===== src/pkg/dtp_map.svh =====
// Register offsets, field positions, reset values and timing constants for the dual timer PWM unit.
// Assumes an 8-bit register port with one-cycle read latency.
`ifndef DTP_MAP_SVH
`define DTP_MAP_SVH

// ==========================================
// Register offsets
`define DTP_OFS_TCTL     4'h0
`define DTP_OFS_TMODE    4'h1
`define DTP_OFS_LO_A     4'h2
`define DTP_OFS_LO_B     4'h3
`define DTP_OFS_HI_A     4'h4
`define DTP_OFS_HI_B     4'h5
`define DTP_OFS_AUX      4'h6
`define DTP_OFS_RL_A     4'h7
`define DTP_OFS_RL_B     4'h8
`define DTP_OFS_RH_A     4'h9
`define DTP_OFS_RH_B     4'ha
`define DTP_OFS_PRESC    4'hb

// ==========================================
// Field positions
`define DTP_AUX_EN_B     7
`define DTP_AUX_EN_A     6
`define DTP_TCTL_RUN_A   0
`define DTP_TCTL_RUN_B   1
`define DTP_TCTL_OVF_A   2
`define DTP_TCTL_OVF_B   3
`define DTP_TMODE_GATE_A 3
`define DTP_TMODE_CT_A   2
`define DTP_TMODE_CT_B   6

// ==========================================
// Reset values
`define DTP_AUX_RST      8'h24
`define DTP_ZERO8        8'h00
`define DTP_FULL8        8'hff

// ==========================================
// Timing
`define DTP_CLK_NS       100

`endif


===== src/pkg/dtp_pkg.sv =====
// Types for the dual timer PWM unit.
// Assumes the map header supplies all numeric constants.
package dtp_pkg;
	typedef enum logic [1:0] {
		DTP_LOG_PWM,
		DTP_LIN_PWM,
		DTP_FREQ_GEN,
		DTP_SPLIT
	} dtp_mode_type;
endpackage : dtp_pkg


===== src/hdl/dtp_top.sv =====
// Dual timer PWM unit: two 16-bit timers with PWM and frequency modes; timer A also has a split mode.
// Assumes an 8-bit register port; wave pins are push-pull when PWM is enabled.
`timescale 1ns/1ps
`include "dtp_map.svh"

// Contract
// Per-timer enable bit makes 8-bit PWM
// PWM drives waveform on count-input pin
// Software selects internal counting, pin output
// Overflow flags and baud tick keep working
// Two mode bits pick four sub-modes
// High at 00H, low at compare match
// Overflow copies duty to compare, sets high
// Duty writes wait for FFH to 00H
// Duty 00H holds output low
// Mode 0 logarithmic low-byte prescaler
// Mode 1 linear prescaler with reload
// Mode 2 auto-reload, toggle on overflow
// Mode 2 leaves reload registers unused
// Timer B mode 3 freezes count
// Timer A mode 3 splits bytes
// Split duties from reloads, freq clock/256
// Timer B mode 3 stops it, baud ok
// Prescale bits plus one, reset 100B
// Enable B bit 7, A bit 6
// System prescaler divides clock by value+1
module dtp_top
	import dtp_pkg::*;
(
	input  wire logic       ref_clk,
	input  wire logic       rstn,
	input  wire logic [3:0] reg_addr,
	input  wire logic [7:0] reg_wdata,
	input  wire logic       reg_wr,
	input  wire logic       reg_rd,
	output logic      [7:0] reg_rdata,
	input  wire logic       ext_irq_pin_a,
	input  wire logic       wave_pin_a_in,
	input  wire logic       wave_pin_b_in,
	output logic            wave_pin_a_out,
	output logic            wave_pin_a_oe,
	output logic            wave_pin_b_out,
	output logic            wave_pin_b_oe,
	output logic            ovf_flag_a,
	output logic            ovf_flag_b,
	output logic            baud_tick
);
	// ==========================================
	// Registers
	logic [7:0] aux_timer_ctrl_reg_r;
	logic [7:0] timer_mode_reg_r;
	logic [7:0] ctrl_r;
	logic [7:0] lo_byte_a_r, lo_byte_b_r;
	logic [7:0] hi_count_a_r, hi_count_b_r;
	logic [7:0] lo_reload_a_r, lo_reload_b_r;
	logic [7:0] hi_reload_a_r, hi_reload_b_r;
	logic [7:0] sys_prescale_r;
	logic [7:0] presc_cnt_r;
	logic [7:0] rdata_nxt;
	logic       wave_a_r, wave_b_r;
	logic       pin_a_s, pin_b_s, irq_a_s;

	dtp_mode_type mode_a, mode_b;
	logic         mod_enable_a, mod_enable_b;
	logic         run_ctrl_a, run_ctrl_b;
	logic         tick;
	logic [2:0]   log_prescale_sel_a, log_prescale_sel_b;

	assign mod_enable_a       = aux_timer_ctrl_reg_r[`DTP_AUX_EN_A];
	assign mod_enable_b       = aux_timer_ctrl_reg_r[`DTP_AUX_EN_B];
	assign log_prescale_sel_a = aux_timer_ctrl_reg_r[2:0];
	assign log_prescale_sel_b = aux_timer_ctrl_reg_r[5:3];
	assign mode_a             = dtp_mode_type'(timer_mode_reg_r[1:0]);
	assign mode_b             = dtp_mode_type'(timer_mode_reg_r[5:4]);
	assign run_ctrl_a         = ctrl_r[`DTP_TCTL_RUN_A];
	assign run_ctrl_b         = ctrl_r[`DTP_TCTL_RUN_B];
	assign ovf_flag_a         = ctrl_r[`DTP_TCTL_OVF_A];
	assign ovf_flag_b         = ctrl_r[`DTP_TCTL_OVF_B];

	// ==========================================
	// Pin synchronisers
	dtp_sync u_sync_irq (.ref_clk(ref_clk), .rstn(rstn), .din(ext_irq_pin_a), .dout(irq_a_s));
	dtp_sync u_sync_pa  (.ref_clk(ref_clk), .rstn(rstn), .din(wave_pin_a_in), .dout(pin_a_s));
	dtp_sync u_sync_pb  (.ref_clk(ref_clk), .rstn(rstn), .din(wave_pin_b_in), .dout(pin_b_s));

	// ==========================================
	// System prescaler
	always_ff @(posedge ref_clk or negedge rstn) begin
		if (!rstn) begin
			presc_cnt_r <= `DTP_ZERO8;
		end else if (presc_cnt_r >= sys_prescale_r) begin
			presc_cnt_r <= `DTP_ZERO8;
		end else begin
			presc_cnt_r <= presc_cnt_r + 8'h01;
		end
	end
	assign tick = (presc_cnt_r >= sys_prescale_r);

	// ==========================================
	// Count enables
	// Gating on the pin is only honoured for timer A; counting input from pins is not modelled in PWM use
	logic gate_a_ok, cnt_a_en, cnt_b_en, split_a;
	assign gate_a_ok = !timer_mode_reg_r[`DTP_TMODE_GATE_A] || irq_a_s;
	assign cnt_a_en  = tick && run_ctrl_a && gate_a_ok;
	assign split_a   = mod_enable_a && (mode_a == DTP_SPLIT);
	// Timer B stops in its own mode 3, as if its run bit were clear
	assign cnt_b_en  = tick && run_ctrl_b && (mode_b != DTP_SPLIT);

	function automatic logic lo_wrap(input logic [7:0] lo, input logic [2:0] sel, input dtp_mode_type md);
		logic [7:0] mask;
		mask = `DTP_FULL8 >> (3'h7 - sel);
		unique case (md)
			DTP_LOG_PWM: lo_wrap = ((lo & mask) == mask);
			default:     lo_wrap = (lo == `DTP_FULL8);
		endcase
	endfunction : lo_wrap

	logic lo_a_ovf, lo_b_ovf, hi_a_ovf, hi_b_ovf, hi_a_tick, hi_b_tick, lo_a_tick;
	logic hi_a_run;
	assign lo_a_tick = cnt_a_en;
	assign lo_a_ovf  = lo_a_tick && lo_wrap(lo_byte_a_r, log_prescale_sel_a, mode_a);
	assign lo_b_ovf  = cnt_b_en && lo_wrap(lo_byte_b_r, log_prescale_sel_b, mode_b);
	// In split mode the high byte of A is a free timer on B's run bit
	assign hi_a_run  = split_a ? (tick && run_ctrl_b) : lo_a_ovf;
	assign hi_a_tick = (mode_a == DTP_FREQ_GEN) ? 1'b0 : hi_a_run;
	assign hi_b_tick = (mode_b == DTP_FREQ_GEN) ? 1'b0 : lo_b_ovf;
	assign hi_a_ovf  = hi_a_tick && (hi_count_a_r == `DTP_FULL8);
	assign hi_b_ovf  = hi_b_tick && (hi_count_b_r == `DTP_FULL8);

	// ==========================================
	// Low bytes
	always_ff @(posedge ref_clk or negedge rstn) begin
		if (!rstn) begin
			lo_byte_a_r <= `DTP_ZERO8;
		end else if (reg_wr && reg_addr == `DTP_OFS_LO_A) begin
			lo_byte_a_r <= reg_wdata;
		end else if (lo_a_tick) begin
			if (lo_a_ovf && mode_a == DTP_LIN_PWM) begin
				lo_byte_a_r <= lo_reload_a_r;
			end else if (lo_a_ovf && mode_a == DTP_FREQ_GEN) begin
				lo_byte_a_r <= hi_count_a_r;
			end else if (lo_a_ovf && mode_a == DTP_LOG_PWM) begin
				lo_byte_a_r <= `DTP_ZERO8;
			end else begin
				lo_byte_a_r <= lo_byte_a_r + 8'h01;
			end
		end
	end

	always_ff @(posedge ref_clk or negedge rstn) begin
		if (!rstn) begin
			lo_byte_b_r <= `DTP_ZERO8;
		end else if (reg_wr && reg_addr == `DTP_OFS_LO_B) begin
			lo_byte_b_r <= reg_wdata;
		end else if (cnt_b_en) begin
			if (lo_b_ovf && mode_b == DTP_LIN_PWM) begin
				lo_byte_b_r <= lo_reload_b_r;
			end else if (lo_b_ovf && mode_b == DTP_FREQ_GEN) begin
				lo_byte_b_r <= hi_count_b_r;
			end else if (lo_b_ovf) begin
				lo_byte_b_r <= `DTP_ZERO8;
			end else begin
				lo_byte_b_r <= lo_byte_b_r + 8'h01;
			end
		end
	end

	// ==========================================
	// High bytes
	always_ff @(posedge ref_clk or negedge rstn) begin
		if (!rstn) begin
			hi_count_a_r <= `DTP_ZERO8;
		end else if (reg_wr && reg_addr == `DTP_OFS_HI_A) begin
			hi_count_a_r <= reg_wdata;
		end else if (hi_a_tick) begin
			hi_count_a_r <= hi_count_a_r + 8'h01;
		end
	end

	always_ff @(posedge ref_clk or negedge rstn) begin
		if (!rstn) begin
			hi_count_b_r <= `DTP_ZERO8;
		end else if (reg_wr && reg_addr == `DTP_OFS_HI_B) begin
			hi_count_b_r <= reg_wdata;
		end else if (hi_b_tick) begin
			hi_count_b_r <= hi_count_b_r + 8'h01;
		end
	end

	// ==========================================
	// Overflow flags; hardware set wins over software clear
	logic ovf_a_evt, ovf_b_evt, baud_evt;
	// Split: low byte of A drives flag A, high byte of A drives flag B
	assign ovf_a_evt = split_a ? (lo_a_tick && lo_byte_a_r == `DTP_FULL8)
	                 : ((mode_a == DTP_FREQ_GEN) ? lo_a_ovf : hi_a_ovf);
	assign ovf_b_evt = split_a ? hi_a_ovf
	                 : ((mode_b == DTP_FREQ_GEN) ? lo_b_ovf : hi_b_ovf);
	assign baud_evt  = (mode_b == DTP_FREQ_GEN) ? lo_b_ovf : hi_b_ovf;

	always_ff @(posedge ref_clk or negedge rstn) begin
		if (!rstn) begin
			ctrl_r <= `DTP_ZERO8;
		end else begin
			if (reg_wr && reg_addr == `DTP_OFS_TCTL) begin
				ctrl_r <= reg_wdata;
			end
			if (ovf_a_evt) begin
				ctrl_r[`DTP_TCTL_OVF_A] <= 1'b1;
			end
			if (ovf_b_evt) begin
				ctrl_r[`DTP_TCTL_OVF_B] <= 1'b1;
			end
		end
	end

	always_ff @(posedge ref_clk or negedge rstn) begin
		if (!rstn) begin
			baud_tick <= 1'b0;
		end else begin
			baud_tick <= baud_evt;
		end
	end

	// ==========================================
	// Configuration registers
	always_ff @(posedge ref_clk or negedge rstn) begin
		if (!rstn) begin
			aux_timer_ctrl_reg_r <= `DTP_AUX_RST;
			timer_mode_reg_r     <= `DTP_ZERO8;
			sys_prescale_r       <= `DTP_ZERO8;
		end else if (reg_wr) begin
			if (reg_addr == `DTP_OFS_AUX) aux_timer_ctrl_reg_r <= reg_wdata;
			if (reg_addr == `DTP_OFS_TMODE) timer_mode_reg_r <= reg_wdata;
			if (reg_addr == `DTP_OFS_PRESC) sys_prescale_r <= reg_wdata;
		end
	end

	// Reloads are plain storage; mode 2 never reads them so software may use them freely
	always_ff @(posedge ref_clk or negedge rstn) begin
		if (!rstn) begin
			lo_reload_a_r <= `DTP_ZERO8;
			lo_reload_b_r <= `DTP_ZERO8;
			hi_reload_a_r <= `DTP_ZERO8;
			hi_reload_b_r <= `DTP_ZERO8;
		end else if (reg_wr) begin
			if (reg_addr == `DTP_OFS_RL_A) lo_reload_a_r <= reg_wdata;
			if (reg_addr == `DTP_OFS_RL_B) lo_reload_b_r <= reg_wdata;
			if (reg_addr == `DTP_OFS_RH_A) hi_reload_a_r <= reg_wdata;
			if (reg_addr == `DTP_OFS_RH_B) hi_reload_b_r <= reg_wdata;
		end
	end

	// ==========================================
	// PWM channels
	logic       pwm_a_act, pwm_b_act, pwm_hi_a_act;
	logic       wave_a_pwm, wave_b_pwm;
	logic       lo_a_wrap_pulse;
	logic [7:0] duty_a, duty_hi_a;
	assign pwm_a_act       = mod_enable_a && (mode_a == DTP_LOG_PWM || mode_a == DTP_LIN_PWM || split_a);
	assign pwm_b_act       = mod_enable_b && (mode_b == DTP_LOG_PWM || mode_b == DTP_LIN_PWM) && !split_a;
	assign pwm_hi_a_act    = split_a && mod_enable_b;
	assign lo_a_wrap_pulse = lo_a_tick && lo_byte_a_r == `DTP_FULL8;
	assign duty_a          = split_a ? lo_reload_a_r : hi_reload_a_r;
	assign duty_hi_a       = hi_reload_a_r;

	dtp_chan u_chan_a (
		.ref_clk (ref_clk),
		.rstn    (rstn),
		.active  (pwm_a_act),
		.ovf     (split_a ? lo_a_wrap_pulse : hi_a_ovf),
		.tick    (split_a ? lo_a_tick : hi_a_tick),
		.cnt     (split_a ? lo_byte_a_r : hi_count_a_r),
		.duty    (duty_a),
		.wave    (wave_a_pwm)
	);

	dtp_chan u_chan_b (
		.ref_clk (ref_clk),
		.rstn    (rstn),
		.active  (pwm_b_act || pwm_hi_a_act),
		.ovf     (split_a ? hi_a_ovf : hi_b_ovf),
		.tick    (split_a ? hi_a_tick : hi_b_tick),
		.cnt     (split_a ? hi_count_a_r : hi_count_b_r),
		.duty    (split_a ? duty_hi_a : hi_reload_b_r),
		.wave    (wave_b_pwm)
	);

	// ==========================================
	// Frequency generator toggles
	always_ff @(posedge ref_clk or negedge rstn) begin
		if (!rstn) begin
			wave_a_r <= 1'b0;
			wave_b_r <= 1'b0;
		end else begin
			if (lo_a_ovf && mode_a == DTP_FREQ_GEN) wave_a_r <= !wave_a_r;
			if (lo_b_ovf && mode_b == DTP_FREQ_GEN) wave_b_r <= !wave_b_r;
		end
	end

	// ==========================================
	// Pin drive
	assign wave_pin_a_oe  = mod_enable_a;
	assign wave_pin_b_oe  = mod_enable_b;
	assign wave_pin_a_out = (mode_a == DTP_FREQ_GEN) ? wave_a_r : wave_a_pwm;
	assign wave_pin_b_out = (!split_a && mode_b == DTP_FREQ_GEN) ? wave_b_r : wave_b_pwm;

	// ==========================================
	// Register read port
	always_comb begin
		unique case (reg_addr)
			`DTP_OFS_TCTL:  rdata_nxt = ctrl_r;
			`DTP_OFS_TMODE: rdata_nxt = timer_mode_reg_r;
			`DTP_OFS_LO_A:  rdata_nxt = lo_byte_a_r;
			`DTP_OFS_LO_B:  rdata_nxt = lo_byte_b_r;
			`DTP_OFS_HI_A:  rdata_nxt = hi_count_a_r;
			`DTP_OFS_HI_B:  rdata_nxt = hi_count_b_r;
			`DTP_OFS_AUX:   rdata_nxt = aux_timer_ctrl_reg_r;
			`DTP_OFS_RL_A:  rdata_nxt = lo_reload_a_r;
			`DTP_OFS_RL_B:  rdata_nxt = lo_reload_b_r;
			`DTP_OFS_RH_A:  rdata_nxt = hi_reload_a_r;
			`DTP_OFS_RH_B:  rdata_nxt = hi_reload_b_r;
			`DTP_OFS_PRESC: rdata_nxt = sys_prescale_r;
			default:        rdata_nxt = {6'h00, pin_b_s, pin_a_s};
		endcase
	end

	always_ff @(posedge ref_clk or negedge rstn) begin
		if (!rstn) begin
			reg_rdata <= `DTP_ZERO8;
		end else if (reg_rd) begin
			reg_rdata <= rdata_nxt;
		end else begin
			reg_rdata <= `DTP_ZERO8;
		end
	end
endmodule : dtp_top


===== src/hdl/dtp_sync.sv =====
// Two-flop synchroniser for pin inputs.
// Assumes a single clock domain on ref_clk.
`timescale 1ns/1ps
module dtp_sync (
	input  wire logic ref_clk,
	input  wire logic rstn,
	input  wire logic din,
	output logic      dout
);
	logic meta_r;

	always_ff @(posedge ref_clk or negedge rstn) begin
		if (!rstn) begin
			meta_r <= 1'b0;
			dout   <= 1'b0;
		end else begin
			meta_r <= din;
			dout   <= meta_r;
		end
	end
endmodule : dtp_sync


===== src/hdl/dtp_chan.sv =====
// One 8-bit PWM compare channel: compare shadow and waveform output.
// Assumes ovf pulses on the FFH to 00H wrap and cnt is the running count.
`timescale 1ns/1ps
`include "dtp_map.svh"
module dtp_chan (
	input  wire logic       ref_clk,
	input  wire logic       rstn,
	input  wire logic       active,
	input  wire logic       ovf,
	input  wire logic       tick,
	input  wire logic [7:0] cnt,
	input  wire logic [7:0] duty,
	output logic            wave
);
	logic [7:0] compare_shadow_r;

	// Duty reaches the compare only on wrap, so mid-period writes never glitch
	always_ff @(posedge ref_clk or negedge rstn) begin
		if (!rstn) begin
			compare_shadow_r <= `DTP_ZERO8;
		end else if (active && ovf) begin
			compare_shadow_r <= duty;
		end
	end

	always_ff @(posedge ref_clk or negedge rstn) begin
		if (!rstn) begin
			wave <= 1'b0;
		end else if (!active) begin
			wave <= 1'b0;
		end else if (ovf) begin
			wave <= (duty != `DTP_ZERO8);
		end else if (tick && (cnt + 8'h01 == compare_shadow_r)) begin
			wave <= 1'b0;
		end else if (compare_shadow_r == `DTP_ZERO8) begin
			wave <= 1'b0;
		end
	end
endmodule : dtp_chan


===== config.mk =====
export PLATFORM = sky130hd
export DESIGN_NAME = dtp_top
export DESIGN_NICKNAME = d
export VERILOG_FILES = /design/src/pkg/dtp_pkg.sv /design/src/hdl/dtp_top.sv /design/src/hdl/dtp_sync.sv /design/src/hdl/dtp_chan.sv
export VERILOG_INCLUDE_DIRS = /design/src /design/src/pkg
export SDC_FILE = /design/constraint.sdc
export NUM_CORES = 1
export LEC_CHECK = 0
export BUFFER_PORTS_ARGS = -buffer_cell sky130_fd_sc_hd__buf_2
export CAP_MARGIN = 20
export CORE_ASPECT_RATIO = 1.2
export CORE_UTILIZATION = 45
export DETAILED_ROUTE_END_ITERATION = 7
export HOLD_SLACK_MARGIN = 0.08
export PLACE_DENSITY = 0.65
export SLEW_MARGIN = 5
export SYNTH_ARGS = -nofsm -noshare
export SYNTH_HDL_FRONTEND = slang
export SYNTH_HIERARCHICAL = 1
export SYNTH_SLANG_ARGS = --single-unit
export TNS_END_PERCENT = 50

===== constraint.sdc =====
create_clock -name ref_clk -period 3.5 [get_ports ref_clk]
set_input_delay 0.35 -clock ref_clk [delete_from_list [all_inputs] [get_ports ref_clk]]
set_output_delay 0.35 -clock ref_clk [all_outputs]
set_load 0.005 [all_outputs]

==> run summary, run 1 <==
status - finished, final reports clean
Rows - 55
cell count of the worst hold path - 2
Hold Crit Class - in2reg
crit start category - flop
I/O Buffers - 33
H-Tree Depth - 4
Worst path depth - 14
sw frac - 0.396
post-route worst setup slack - 0.247 ns
most used cell, CP - buf_4
Post-DRT Antenna Nets - 0
DR vias - 7932
number of fill cells - 1811
Post-Synthesis Cells - 1005
worst slew pin tran - 0.934 ns
Top Family by Delay on Critical Path - simple AND/OR/NAND/NOR gates
die area - 20200 µm²
Die Y - 156 µm
final critical-path required period - 3.25 ns
Crit path largest cell delay - 0.48 ns
Critical Path RT - 3.79 ns
grt ovf - 0
vias per inst - 6.13
Die X-Extent - 130 µm
kind of critical path - reg2reg
TritonRoute pass-1 iters - 6
Synth Net Count - 1039
Achievable Freq - 0.307 GHz
R2R Setup Slk - 0.25 ns
Ports - 34
Switch Pwr - 0.00255 W
Worst R2R Path Depth - 14
Overall Power - 0.00642 W
Clock power frac - 0.265
drt total wl - 28300 µm
CTS sink count - 139
multi-input logic area - 5010 µm²
final hold vios - 0
Avg Inst Size Synth - 8.80 µm²
Setup Buffers After CTS - 0
Final setup violation count - 0
Cell Chain, Critical Path - inv_1 -> ha_1 -> nand2b_1 -> a2111oi_2 -> o41ai_4 -> buf_4 -> nand2_2 -> buf_4 -> or3_1 -> o31ai_1 -> nand2_1 -> a21oi_1 -> nor4_1 -> a31oi_1
first-pass GRT wire length - 43600 µm
Post-Route Skew - 0.00869 ns
cts hold-fix bufs - 4
CP Max Fanout - 13
Place WS - 0.257 ns
Cell Int Power - 0.00388 W
Critical Path AT - 3.55 ns
total clock buffers created by CTS - 17
Post-synth EDFFs - 0
Max Root-Sink Buffers - 2
DR iter-0 viols - 820
RSZ-0062 raised after global routing - no
area of placed instances - 9300 µm²
initial core utilization - 0.464
largest net degree at the start of global routing - 82
part of the power in combinational logic - 0.335
routability congestion estimate - 0.951
VDD IR max - 370 µV
synth-to-layout area growth - 11.8%
sequential fraction of design power - 0.401
number of distinct library cells after synthesis - 73
initial antenna violation count - 1
CTS tree - yes
Worst Path Buf+Inv - 3
Max-slew headroom - 0.378
DP HPWL - 19900 µm
vias in the first global route - 7588
register area - 3480 µm²
PwrDens - 649 nW/µm²
FFs w/ async S/R, synth - 1.00
synthesized area - 8850 µm²
top_reg_cell synth - dfrtp_1
WL per Instance - 21.8 µm
post-route cell area - 9890 µm²
post-synthesis sequential area ratio - 0.393
Critical Path End Type - flop
max-cap violations - 0
Worst path slowest cell - a2111oi_2
Slew Limit Fails - 0
Yosys warnings - 6
Seq cells post-synth - 139
TNS Setup - 0 ns
clk_lat worst skew - 0.42 ns
# DRC - 0
core area - 19100 µm²
Post-CTS Resized - 0
P_leak - 4.28 nW
nets@finish - 1058
Clk pin slew, worst setup/hold paths - 0.06 ns
ratio of cells with drive above 1 in the final layout - 0.182
worst hold margin - 0.166 ns
Clock Root Buffer - clkbuf_16
gr usage total - 0.291
Tcrit/Tclk final - 0.929
## synth_stat cells (14+ instances only)
library cell	n	area [µm²]
mux2i_1	18	180
a21oi_1	54	270
nand2_1	161	604
dfrtp_1	137	3430
nor2_1	88	330
inv_1	22	82.6
o22ai_1	14	87.6
o21ai_0	48	240
mux2_2	74	833
nand3_1	50	250
nor2b_1	18	113
xor2_1	16	140
xnor2_1	30	263
clkbuf_1	48	180
ha_1	15	188
## registers in the layout, indices dropped and copies added (netlist names), 8 cells and up
| register | cells |
|---|---|
| timer_mode_reg_r | 8 |
| hi_reload_b_r | 8 |
| hi_count_b_r | 8 |
| presc_cnt_r | 8 |
| u_chan_b/compare_shadow_r | 8 |
| reg_rdata | 8 |
| duty_hi_a | 8 |
| u_chan_a/compare_shadow_r | 8 |
| sys_prescale_r | 8 |
| hi_count_a_r | 8 |
| lo_reload_b_r | 8 |
| lo_byte_a_r | 8 |
| lo_reload_a_r | 8 |
| aux_timer_ctrl_reg_r | 8 |
| ctrl_r | 8 |
| lo_byte_b_r | 8 |
## metrics by stage
step | cells | utilization
after CTS | 1293 | 0.519
final | 1294 | 0.519
after global placement | 1257 | 0.488
after floorplan | 1005 | -
after global routing | 1294 | 0.519
after detailed placement | 1257 | 0.488
## area by class of cell
| class | instances | area share |
|---|---|---|
| Inverter | 22 | 0.00835 |
| Clock inverter | 12 | 0.00898 |
| Sequential cell | 139 | 0.352 |
| Multi-Input combinational cell | 778 | 0.506 |
| Antenna cell | 1 | 0.000253 |
| Clock buffer | 20 | 0.0472 |
| Tap cell | 256 | 0.0324 |
| Timing Repair Buffer | 66 | 0.0446 |
## power groups by stage
stage          combinational [W]  clock, W  sequential, W
2_1_floorplan            0.00167         0        0.00227
3_3_place_gp             0.00208         0        0.00256
3_5_place_dp             0.00211         0        0.00257
4_1_cts                  0.00213   0.00172        0.00254
5_1_grt                  0.00239   0.00178        0.00260
6_report                 0.00215   0.00170        0.00257
## kinds of logic after synthesis
| family | count (synthesis) | share of synthesized area |
|---|---|---|
| compound gates | 218 | 0.167 |
| xor+xnor | 48 | 0.0492 |
| fa+ha+maj | 15 | 0.0212 |
| buf+inv | 88 | 0.0404 |
| flops | 139 | 0.393 |
| mux | 93 | 0.116 |
| simple gates | 404 | 0.213 |
## layer usage
| layer | up-vias | wire length, µm | track usage |
|---|---|---|---|
| met1 | 3875 | 11800 | 0.386 |
| li1 | 3622 | - | - |
| met2 | 346 | 13200 | 0.457 |
| met3 | 89 | 1920 | 0.0542 |
| met5 | - | 0 | 0 |
| met4 | 0 | 1270 | 0.143 |
## path summary, 6_finish.rpt
kind | from | to
min reg2reg | u_sync_pb/meta_r | u_sync_pb/dout
min in group asynchronous | rstn | hi_count_b_r[2]
min | reg_rd | reg_rdata[1]
max in group asynchronous | rstn | aux_timer_ctrl_reg_r[5]
max reg2reg | presc_cnt_r[0] | u_chan_b/wave
max | presc_cnt_r[0] | u_chan_b/wave
## worst register-to-register path: cells and delay by family, from the launching register on
| kind | cells | cell delay [ns] |
|---|---|---|
| adders and majority gates | 1 | 0.26 |
| buffers and inverters | 3 | 0.48 |
| AOI/OAI and AO/OA | 5 | 0.93 |
| and+or+nand+nor | 5 | 1.04 |
| DFF | 1 | 0.42 |
## cells in the final DEF, fill, tap and decap left out, types with 14 or more instances in the layout
| master | count |
|---|---|
| o21ai_0 | 48 |
| xnor2_1 | 30 |
| a21oi_1 | 54 |
| xor2_1 | 16 |
| nor2b_1 | 18 |
| buf_4 | 28 |
| nor2_1 | 88 |
| nand2_1 | 161 |
| nand3_1 | 50 |
| mux2i_1 | 18 |
| o22ai_1 | 14 |
| ha_1 | 15 |
| dfrtp_1 | 137 |
| mux2_2 | 74 |
| inv_1 | 22 |
| clkbuf_16 | 17 |
| buf_2 | 32 |
(Power assumes the default switching activity.)
==> run 2: changes to the inputs <==
--- a/config.mk
+++ b/config.mk
@@ -9,10 +9,10 @@
 export BUFFER_PORTS_ARGS = -buffer_cell sky130_fd_sc_hd__buf_2
 export CAP_MARGIN = 20
 export CORE_ASPECT_RATIO = 1.2
-export CORE_UTILIZATION = 45
+export CORE_UTILIZATION = 55
 export DETAILED_ROUTE_END_ITERATION = 7
 export HOLD_SLACK_MARGIN = 0.08
-export PLACE_DENSITY = 0.65
+export PLACE_DENSITY = 0.76
 export SLEW_MARGIN = 5
 export SYNTH_ARGS = -nofsm -noshare
 export SYNTH_HDL_FRONTEND = slang
==> run summary, run 2 (synthesis results as in run 1) <==
P_leak - 4.29 nW
first-pass GRT wire length - 43600 µm
Die Y - 141 µm
Hold Crit Class - in2reg
worst r2r src - presc_cnt_r[0]
DP HPWL - 19000 µm
PwrDens - 669 nW/µm²
R2R Setup Slk - 0.27 ns
area of placed instances - 9230 µm²
DR iter-0 viols - 922
failing checks - design-rule violations
clk_lat worst skew - 0.44 ns
Clock Root Buffer - clkbuf_16
TNS Setup - 0 ns
kind of critical path - reg2reg
CTS tree - yes
TritonRoute pass-1 iters - 8
ratio of cells with drive above 1 in the final layout - 0.177
die area - 16600 µm²
Post-DRT Antenna Nets - 0
Worst path slowest cell - dfrtp_1
routability congestion estimate - 0.977
Worst Path Buf+Inv - 2
Max Root-Sink Buffers - 2
Max-slew headroom - 0.442
# DRC - 1
CP Max Fanout - 9
commonest non-fill, non-tap cells in the layout - nand2_1 (161), dfrtp_1 (137), nor2_1 (88)
Slew Limit Fails - 0
VDD IR max - 457 µV
DR vias - 8100
Rows - 50
r2r endpoint - u_chan_b/wave
H-Tree Depth - 4
initial antenna violation count - 0
Clk pin slew, worst setup/hold paths - 0.06 ns
max-cap violations - 0
worst hold margin - 0.154 ns
Crit path largest cell delay - 0.43 ns
Worst path depth - 13
Critical Path RT - 3.86 ns
final hold vios - 0
final critical-path required period - 3.23 ns
drt total wl - 27700 µm
vias in the first global route - 7654
worst slew pin tran - 0.837 ns
largest net degree at the start of global routing - 93
Cell Chain, Critical Path - inv_1 -> ha_1 -> nand2b_1 -> a2111oi_2 -> o41ai_4 -> buf_4 -> nand2_2 -> or3_1 -> o31ai_1 -> nand2_1 -> a21oi_1 -> nor4_1 -> a31oi_1
WL per Instance - 22.3 µm
Die X-Extent - 118 µm
status - finished, violations left
Ports - 34
commonest non-fill, non-tap cell in the layout - nand2_1
Setup Buffers After CTS - 0
synth-to-layout area growth - 11.5%
CTS sink count - 139
crit start category - flop
Post-Route Skew - 0.00676 ns
Final setup violation count - 0
total clock buffers created by CTS - 17
Achievable Freq - 0.309 GHz
core area - 15600 µm²
initial core utilization - 0.566
Overall Power - 0.00660 W
RSZ-0062 raised after global routing - no
Critical Path End Type - flop
nets@finish - 1055
Layout Utilization - 0.631
Top Family by Delay on Critical Path - compound AO/OA/AOI/OAI gates
gr usage total - 0.346
vias per inst - 6.53
Critical Path AT - 3.59 ns
I/O Buffers - 33
CP startpoint - presc_cnt_r[0]
Ant. Diodes - 0
Worst R2R Path Depth - 13
Tcrit/Tclk final - 0.924
grt ovf - 0
post-route cell area - 9870 µm²
Critical Path End - u_chan_b/wave
Post-CTS Resized - 0
[run 2: changes by cell type in the layout (fill, tap and decap cells not counted), sizes merged]
| cell | change |
|---|---|
| diode | -1 |
| clkinvlp | -2 |
| buf | -3 |
| bufinv | +3 |
| inv | -2 |
| clkbuf | +1 |
| clkinv | -1 |
[run 2: final cells by class]
type | count | area [µm²]
Clock inverter | 10 | 141
Timing Repair Buffer | 63 | 432
Fill cell | 1331 | 5770
Sequential cell | 139 | 3480
Inverter | 22 | 82.6
Tap cell | 208 | 260
Multi-Input combinational cell | 778 | 5010
Clock buffer | 21 | 460
[run 2: timing repair]
action | in CTS | in global routing
hold endpoints to repair | 92 | 0
hold buffers | 4 | 0
setup endpoints to repair | 0 | 0
[run 2: worst min-delay path by stage]
stage | cells after the start | from | end
finish | 2 | reg_rd | reg_rdata[1]
global placement | 0 | u_sync_irq/meta_r | u_sync_irq/dout
CTS | 2 | reg_rd | reg_rdata[1]
floorplan | 0 | rstn | aux_timer_ctrl_reg_r[0]
global route | 2 | reg_rd | reg_rdata[1]
detailed placement | 0 | u_sync_irq/meta_r | u_sync_irq/dout
[run 2: per-layer routing]
layer | GRT usage | up-vias | share of wire
met4 | 0.252 | 0 | 0.069
met1 | 0.444 | 3899 | 0.39
li1 | - | 3611 | -
met2 | 0.532 | 463 | 0.45
met5 | 0 | - | 0
met3 | 0.0583 | 127 | 0.087
[run 2: per-stage QoR]
stage | instances | worst slack (ns)
floorplan | 1005 | 0.717
finish | 1241 | 0.265
global route | 1241 | 0.0733
global placement | 1206 | 0.434
CTS | 1241 | 0.310
detailed placement | 1206 | 0.319
[run 2: worst register-to-register path, cell delays in order, from the launching register on]
cell and delay (ns):
dfrtp_1 0.43, inv_1 0.07, ha_1 0.27, nand2b_1 0.11, a2111oi_2 0.09, o41ai_4 0.32, buf_4 0.22, nand2_2 0.07
or3_1 0.42, o31ai_1 0.36, nand2_1 0.31, a21oi_1 0.28, nor4_1 0.09, a31oi_1 0.13
[run 2: power by group]
group / total (W) / leakage, nW / switching, W / internal (W)
clock: 0.00186 / 0.290 / 0.000709 / 0.00115
combinational: 0.00217 / 2.30 / 0.00122 / 0.000944
sequential: 0.00257 / 1.71 / 0.000599 / 0.00197
